### config.mk
export PLATFORM = sky130hd
export DESIGN_NAME = pbdpr_top
export DESIGN_NICKNAME = d
export VERILOG_FILES = /design/src/design/pbdpr_pkg.sv /design/src/design/pbdpr_top.sv
export VERILOG_INCLUDE_DIRS = /design/src /design/src/design
export SDC_FILE = /design/constraint.sdc
export NUM_CORES = 1
export LEC_CHECK = 0
export BUFFER_PORTS_ARGS = -buffer_cell sky130_fd_sc_hd__buf_2
export CORE_MARGIN = 2
export CORE_UTILIZATION = 25
export CTS_CLUSTER_SIZE = 28
export DETAILED_ROUTE_END_ITERATION = 8
export GPL_TIMING_DRIVEN = 0
export PLACE_DENSITY_LB_ADDON = 0.3
export SETUP_SLACK_MARGIN = 0.4
export SLEW_MARGIN = 20
export SYNTH_ARGS = -nofsm -noshare
export SYNTH_HDL_FRONTEND = slang
export SYNTH_SLANG_ARGS = --single-unit
### constraint.sdc
create_clock -name MCLK_I -period 2.7 [get_ports MCLK_I]
set_input_delay 0.27 -clock MCLK_I [delete_from_list [all_inputs] [get_ports MCLK_I]]
set_output_delay 0.27 -clock MCLK_I [all_outputs]
set_load 0.1 [all_outputs]
### src/design/pbdpr_regs.svh
`ifndef PBDPR_REGS_SVH
`define PBDPR_REGS_SVH
// register offsets on the plain port
`define PBDPR_ADDR_CTRL 4'h0
`define PBDPR_ADDR_STAT 4'h1
// control register fields
`define PBDPR_CTRL_UP_PER 0
`define PBDPR_CTRL_DN_PER 1
// status register fields
`define PBDPR_STAT_UP_DPD 0
`define PBDPR_STAT_DN_DPD 1
`define PBDPR_STAT_UP_PERR 2
`define PBDPR_STAT_DN_PERR 3
`define PBDPR_CTRL_RST 2'h0
`endif

### src/design/pbdpr_pkg.sv
package pbdpr_pkg;
  typedef enum logic [1:0] {
    PBDPR_READ = 2'b00,
    PBDPR_POSTED = 2'b01,
    PBDPR_DELAYED = 2'b10
  } pbdpr_kind_type;
  typedef enum logic {
    PBDPR_DOWN = 1'b0,
    PBDPR_UP = 1'b1
  } pbdpr_dir_type;
  typedef enum logic {
    PBDPR_BUS_PRI = 1'b0,
    PBDPR_BUS_SEC = 1'b1
  } pbdpr_bus_type;
endpackage : pbdpr_pkg

### src/design/pbdpr_top.sv
// Added by the designer: the plain strobed port and the address map.
`timescale 1ns/1ps
`include "pbdpr_regs.svh"
// Functional notes
// - the upstream data-parity-detected bit sets only for upstream read, posted or delayed writes erroring upstream with the upstream enable set.
// - the upstream data-parity-detected bit sets only while mastering upstream, on a sampled upstream error line or own detected error.
// - the downstream data-parity-detected bit sets only while mastering the downstream bus.
// - the downstream data-parity-detected bit sets on a sampled downstream error line or own detected error there.
// - the downstream data-parity-detected bit sets only for downstream read, posted or delayed writes erroring downstream with the downstream enable set.
// - the upstream error output is driven only as write target or read initiator upstream.
// - the upstream error output asserts only with the upstream response enable set.
// - the upstream error output asserts for upstream-bus errors on upstream reads and downstream posted or delayed writes.
// - the upstream error output also asserts when the downstream line is seen low while completing a downstream delayed write.
// - that delayed-write case needs both response enables set.
// - the upstream error output stays high for all downstream reads and all upstream writes.
// - the downstream error output is driven only as write target or read initiator downstream.
// - the downstream error output asserts only with the downstream response enable set.
// - the downstream error output asserts on downstream-bus errors or on the upstream line seen low while completing an upstream delayed write.
module pbdpr_top
  import pbdpr_pkg::*;
(
  input wire logic MCLK_I,
  input wire logic RST_I,
  input wire logic [3:0] ADDR_I,
  input wire logic [31:0] WDATA_I,
  input wire logic WR_I,
  input wire logic RD_I,
  output logic [31:0] RDATA_O,
  input wire logic EVT_I,
  input wire logic [1:0] KIND_I,
  input wire logic DIR_I,
  input wire logic BUS_I,
  input wire logic UP_MASTER_I,
  input wire logic DN_MASTER_I,
  input wire logic UP_WR_TARGET_I,
  input wire logic DN_WR_TARGET_I,
  input wire logic UP_RD_INIT_I,
  input wire logic DN_RD_INIT_I,
  input wire logic DW_COMPLETE_I,
  input wire logic UP_PARITY_ERR_N_I,
  input wire logic DN_PARITY_ERR_N_I,
  output logic UP_PARITY_ERR_N_O,
  output logic UP_PARITY_ERR_OE_N_O,
  output logic DN_PARITY_ERR_N_O,
  output logic DN_PARITY_ERR_OE_N_O,
  output logic UP_DPD_O,
  output logic DN_DPD_O
);
  // EVT_I marks a data parity error detected by this device on BUS_I for the
  // transaction classified by KIND_I/DIR_I; line sampling is handled separately
  logic [1:0] ctrl_q;
  logic up_dpd_q;
  logic dn_dpd_q;
  logic up_perr_n_q;
  logic dn_perr_n_q;
  logic [31:0] rdata_q;
  logic up_set;
  logic dn_set;
  logic up_assert;
  logic dn_assert;
  logic up_en;
  logic dn_en;
  logic up_line;
  logic dn_line;
  logic wr_ctrl;
  logic wr_stat;
  pbdpr_kind_type kind;
  pbdpr_dir_type dir;
  pbdpr_bus_type bus;

  function automatic logic hit(input logic [3:0] a, input logic [3:0] off);
    hit = (a == off);
  endfunction : hit

  assign kind = pbdpr_kind_type'(KIND_I);
  assign dir = pbdpr_dir_type'(DIR_I);
  assign bus = pbdpr_bus_type'(BUS_I);
  assign up_en = ctrl_q[`PBDPR_CTRL_UP_PER];
  assign dn_en = ctrl_q[`PBDPR_CTRL_DN_PER];
  assign up_line = !UP_PARITY_ERR_N_I;
  assign dn_line = !DN_PARITY_ERR_N_I;
  assign wr_ctrl = WR_I && hit(ADDR_I, `PBDPR_ADDR_CTRL);
  assign wr_stat = WR_I && hit(ADDR_I, `PBDPR_ADDR_STAT);

  always_comb begin
    // upstream status: upstream transactions erroring upstream, while mastering
    up_set = 1'b0;
    if (UP_MASTER_I && up_en) begin
      // a sampled line is already on its own bus, only own detection needs BUS_I
      if (dir == PBDPR_UP && ((EVT_I && bus == PBDPR_BUS_PRI) || up_line)) begin
        up_set = (kind != 2'b11);
      end
    end
    // downstream status: downstream transactions erroring downstream
    dn_set = 1'b0;
    if (DN_MASTER_I && dn_en) begin
      if (dir == PBDPR_DOWN && ((EVT_I && bus == PBDPR_BUS_SEC) || dn_line)) begin
        dn_set = (kind != 2'b11);
      end
    end
  end

  always_comb begin
    up_assert = 1'b0;
    dn_assert = 1'b0;
    if (up_en) begin
      if (EVT_I && bus == PBDPR_BUS_PRI) begin
        unique case (kind)
          PBDPR_READ: up_assert = (dir == PBDPR_UP) && UP_RD_INIT_I;
          PBDPR_POSTED, PBDPR_DELAYED:
            up_assert = (dir == PBDPR_DOWN) && UP_WR_TARGET_I;
          default: up_assert = 1'b0;
        endcase
      end
      // downstream delayed write completion seen erroring on the far bus
      if (dn_en && DW_COMPLETE_I && dn_line && kind == PBDPR_DELAYED
          && dir == PBDPR_DOWN && UP_WR_TARGET_I) begin
        up_assert = 1'b1;
      end
    end
    if (dn_en) begin
      if (EVT_I && bus == PBDPR_BUS_SEC) begin
        unique case (kind)
          PBDPR_READ: dn_assert = (dir == PBDPR_DOWN) && DN_RD_INIT_I;
          PBDPR_POSTED, PBDPR_DELAYED:
            dn_assert = (dir == PBDPR_UP) && DN_WR_TARGET_I;
          default: dn_assert = 1'b0;
        endcase
      end
      // upstream delayed write completion, same both-enable qualification
      if (up_en && DW_COMPLETE_I && up_line && kind == PBDPR_DELAYED
          && dir == PBDPR_UP && DN_WR_TARGET_I) begin
        dn_assert = 1'b1;
      end
    end
  end

  always_ff @(posedge MCLK_I) begin
    if (RST_I) begin
      ctrl_q <= `PBDPR_CTRL_RST;
    end else if (wr_ctrl) begin
      ctrl_q <= WDATA_I[1:0];
    end
  end

  // set wins over a same-cycle write-one clear so no event is lost
  always_ff @(posedge MCLK_I) begin
    if (RST_I) begin
      up_dpd_q <= 1'b0;
      dn_dpd_q <= 1'b0;
    end else begin
      up_dpd_q <= up_set || (up_dpd_q && !(wr_stat && WDATA_I[`PBDPR_STAT_UP_DPD]));
      dn_dpd_q <= dn_set || (dn_dpd_q && !(wr_stat && WDATA_I[`PBDPR_STAT_DN_DPD]));
    end
  end

  // error outputs are registered, one cycle after detection; the enable
  // tracks the assertion so the line is released otherwise
  // kept active low so the pins come straight from a flop
  always_ff @(posedge MCLK_I) begin
    if (RST_I) begin
      up_perr_n_q <= 1'b1;
      dn_perr_n_q <= 1'b1;
    end else begin
      up_perr_n_q <= !up_assert;
      dn_perr_n_q <= !dn_assert;
    end
  end

  always_ff @(posedge MCLK_I) begin
    if (RST_I) begin
      rdata_q <= 32'h0;
    end else if (RD_I) begin
      rdata_q <= 32'h0;
      if (hit(ADDR_I, `PBDPR_ADDR_CTRL)) begin
        rdata_q[1:0] <= ctrl_q;
      end else if (hit(ADDR_I, `PBDPR_ADDR_STAT)) begin
        rdata_q[`PBDPR_STAT_UP_DPD] <= up_dpd_q;
        rdata_q[`PBDPR_STAT_DN_DPD] <= dn_dpd_q;
        rdata_q[`PBDPR_STAT_UP_PERR] <= !up_perr_n_q;
        rdata_q[`PBDPR_STAT_DN_PERR] <= !dn_perr_n_q;
      end
    end else begin
      rdata_q <= 32'h0;
    end
  end

  assign RDATA_O = rdata_q;
  assign UP_PARITY_ERR_N_O = up_perr_n_q;
  assign UP_PARITY_ERR_OE_N_O = up_perr_n_q;
  assign DN_PARITY_ERR_N_O = dn_perr_n_q;
  assign DN_PARITY_ERR_OE_N_O = dn_perr_n_q;
  assign UP_DPD_O = up_dpd_q;
  assign DN_DPD_O = dn_dpd_q;
endmodule : pbdpr_top

==> out/results.tsv <==
metric	value	unit
outcome	complete, no violations	
Seq cells post-synth	10	
Max Clk Rate	0.716	GHz
clk root buf	clkbuf_4	
sequential cell area	200	sq um
GRT overflow	0	
Gate Count Post-Synth	90	
vias in the first global route	644	
total CTS buffers	3	
Final Cycle Share	51.8	%
Setup CP Type	flop to primary output	
core box area	3000	sq um
Area growth, synth to finish	44.6	%
Synth cell types	24	
CTS tree	done	
DRC viols	0	
fillers	317	
number of flops mapped to enable cells by yosys	0	
Final setup viols	0	
Leak	0.620	nW
initial antenna violation count	0	
Post-DP HPWL	1470	microns
DR vias	715	
Post-layout nets	212	
drt via density	3.82	
worst hold path type	input pin to flop	
total track usage	9.90	%
crit path DAT	1.13	ns
antenna cells	0	
global-route wire length before repair	2640	microns
fin. max-slew vios	0	
WL final	1630	microns
1st-iter DRT viols	7	
multi-input logic area	425	sq um
Least-Margin Pin Slew	0.485	ns
peak supply drop	0.000199	V
gpl congestion	0.772	
Hold Slack	0.221	ns
Final ANT Viol Nets	0	
Relative slew margins	66.9	%
clk sinks	10	
minimum clock period	1.40	ns
CP Data Required Time	2.43	ns
post-DR wirelength/cell	8.72	microns
I/O pins	92	
Final WS setup	1.30	ns
largest net degree at the start of global routing	7	
met1 wire length	624	microns
DR WL met2	798	microns
DR pass1 iterations	4	
Post-Syn Area per Cell	8.58	sq um
Max Cap Viol	0	
worst-path maximum fanout	3	
Startpoint Class	flop	
Cell Area, Synth	772	sq um
CTS H-tree depth	1	
Power per Cell Area	469	nW/um^2
num rows	20	
leading cell type in the layout, fill and taps excluded	buf_2	
die area	3550	sq um
clock slew at reported path FFs	0.06	ns
die height	59.6	microns
uppermost routed layer	met3	
clk buf depth	2	
setup TNS	0	ns
unrepaired setup endpoints after global routing	false	
Hold Fails Final Rpt	0	
Die X	59.6	microns
starting density of the core	25.7	%
sequential area share after synthesis	25.9	%
hold_buf cts	0	
Worst-Skew Late Latency	0.26	ns
share of cells above drive strength 1	45.5	%
total power	524	uW
PortBufs	33	
Async SR Flop Fraction	0	%
met3 WL	207	microns
CP endpoint kind	primary output	
Setup Skew	0.00200	ns
post-CTS sizing	0	
Most used DFF post-synth	dfxtp_1	
# placed instances	183	
most frequent cells in the layout	buf_2, buf_4, conb_1, dfxtp_1	
total number of yosys warnings	0	
Setup Fix Bufs, Post-CTS	0	
final std cells w/o fill	187	
Place WS	1.21	ns
-- synth_stat cells (3+ instances only) --
| master | number | area [sq um] |
|---|---|---|
| nand3b_1 | 3 | 22.5 |
| buf_4 | 30 | 225 |
| nand2_1 | 6 | 22.5 |
| ha_1 | 3 | 37.5 |
| inv_1 | 6 | 22.5 |
| mux2i_1 | 3 | 30.0 |
| nand3_1 | 4 | 20.0 |
| dfxtp_1 | 10 | 200 |
| nor2_1 | 4 | 15.0 |
-- worst max-delay path, cell delays in order (launching register included) --
cell and delay [ns]:
dfxtp_1 0.35, buf_4 0.11, buf_2 0.41
-- final timing paths --
check | slack (ns) | to | cells past startpoint | startpoint
worst max-delay path | 1.30 | DN_PARITY_ERR_OE_N_O | 2 | DN_PARITY_ERR_N_O
worst min-delay path | 0.22 | DN_DPD_O | 2 | DN_MASTER_I
worst max register to register | 1.52 | DN_DPD_O | 3 | ctrl_q[1]
worst min register to register | 0.43 | RDATA_O[2] | 1 | UP_PARITY_ERR_N_O
-- sequential cells by signal (all words and copies together), names as in the netlist --
signal             count
RDATA_O                4
ctrl_q                 2
UP_DPD_O               1
DN_DPD_O               1
UP_PARITY_ERR_N_O      1
DN_PARITY_ERR_N_O      1
-- through the flow --
stage	util (%)	instance area [sq um]
floorplan	-	873
global placement	36.0	1080
detailed placement	36.0	1080
CTS	37.2	1120
global route	37.2	1120
finish	37.2	1120
-- cell families (layout without fill, tap and decap cells) --
kind of cell | count (synthesis) | after routing | share of synthesized area, %
other | 1 | 28 | 0.486
buffers and inverters | 36 | 73 | 32.1
multiplexers | 4 | 4 | 5.35
adder cells (fa/ha/maj) | 3 | 3 | 4.86
AND/OR/NAND/NOR | 28 | 28 | 23.5
AO/OA/AOI/OAI | 8 | 8 | 7.78
flip-flops | 10 | 10 | 25.9
-- layout make-up --
cell class / instances / share of cell area, %
Multi-Input combinational cell: 71 / 38.1
Buffer: 30 / 20.2
Sequential cell: 10 / 17.9
Timing Repair Buffer: 33 / 14.8
Tap cell: 33 / 3.70
Clock buffer: 4 / 3.25
Inverter: 6 / 2.02
-- where the power goes --
group          total [mW]  leakage, nW  switching (mW)  internal (mW)
clock               0.130       0.0210          0.0481         0.0818
sequential          0.148       0.0806        0.000454          0.148
combinational       0.245        0.519           0.196         0.0495
-- per-layer routing --
layer / vias up / track usage (%)
li1: 372 / -
met1: 301 / 10.4
met2: 42 / 17.1
met3: 0 / 3.71
met4: 0 / 5.08
met5: - / 0
Note: power is estimated with default switching activity, not from simulation.
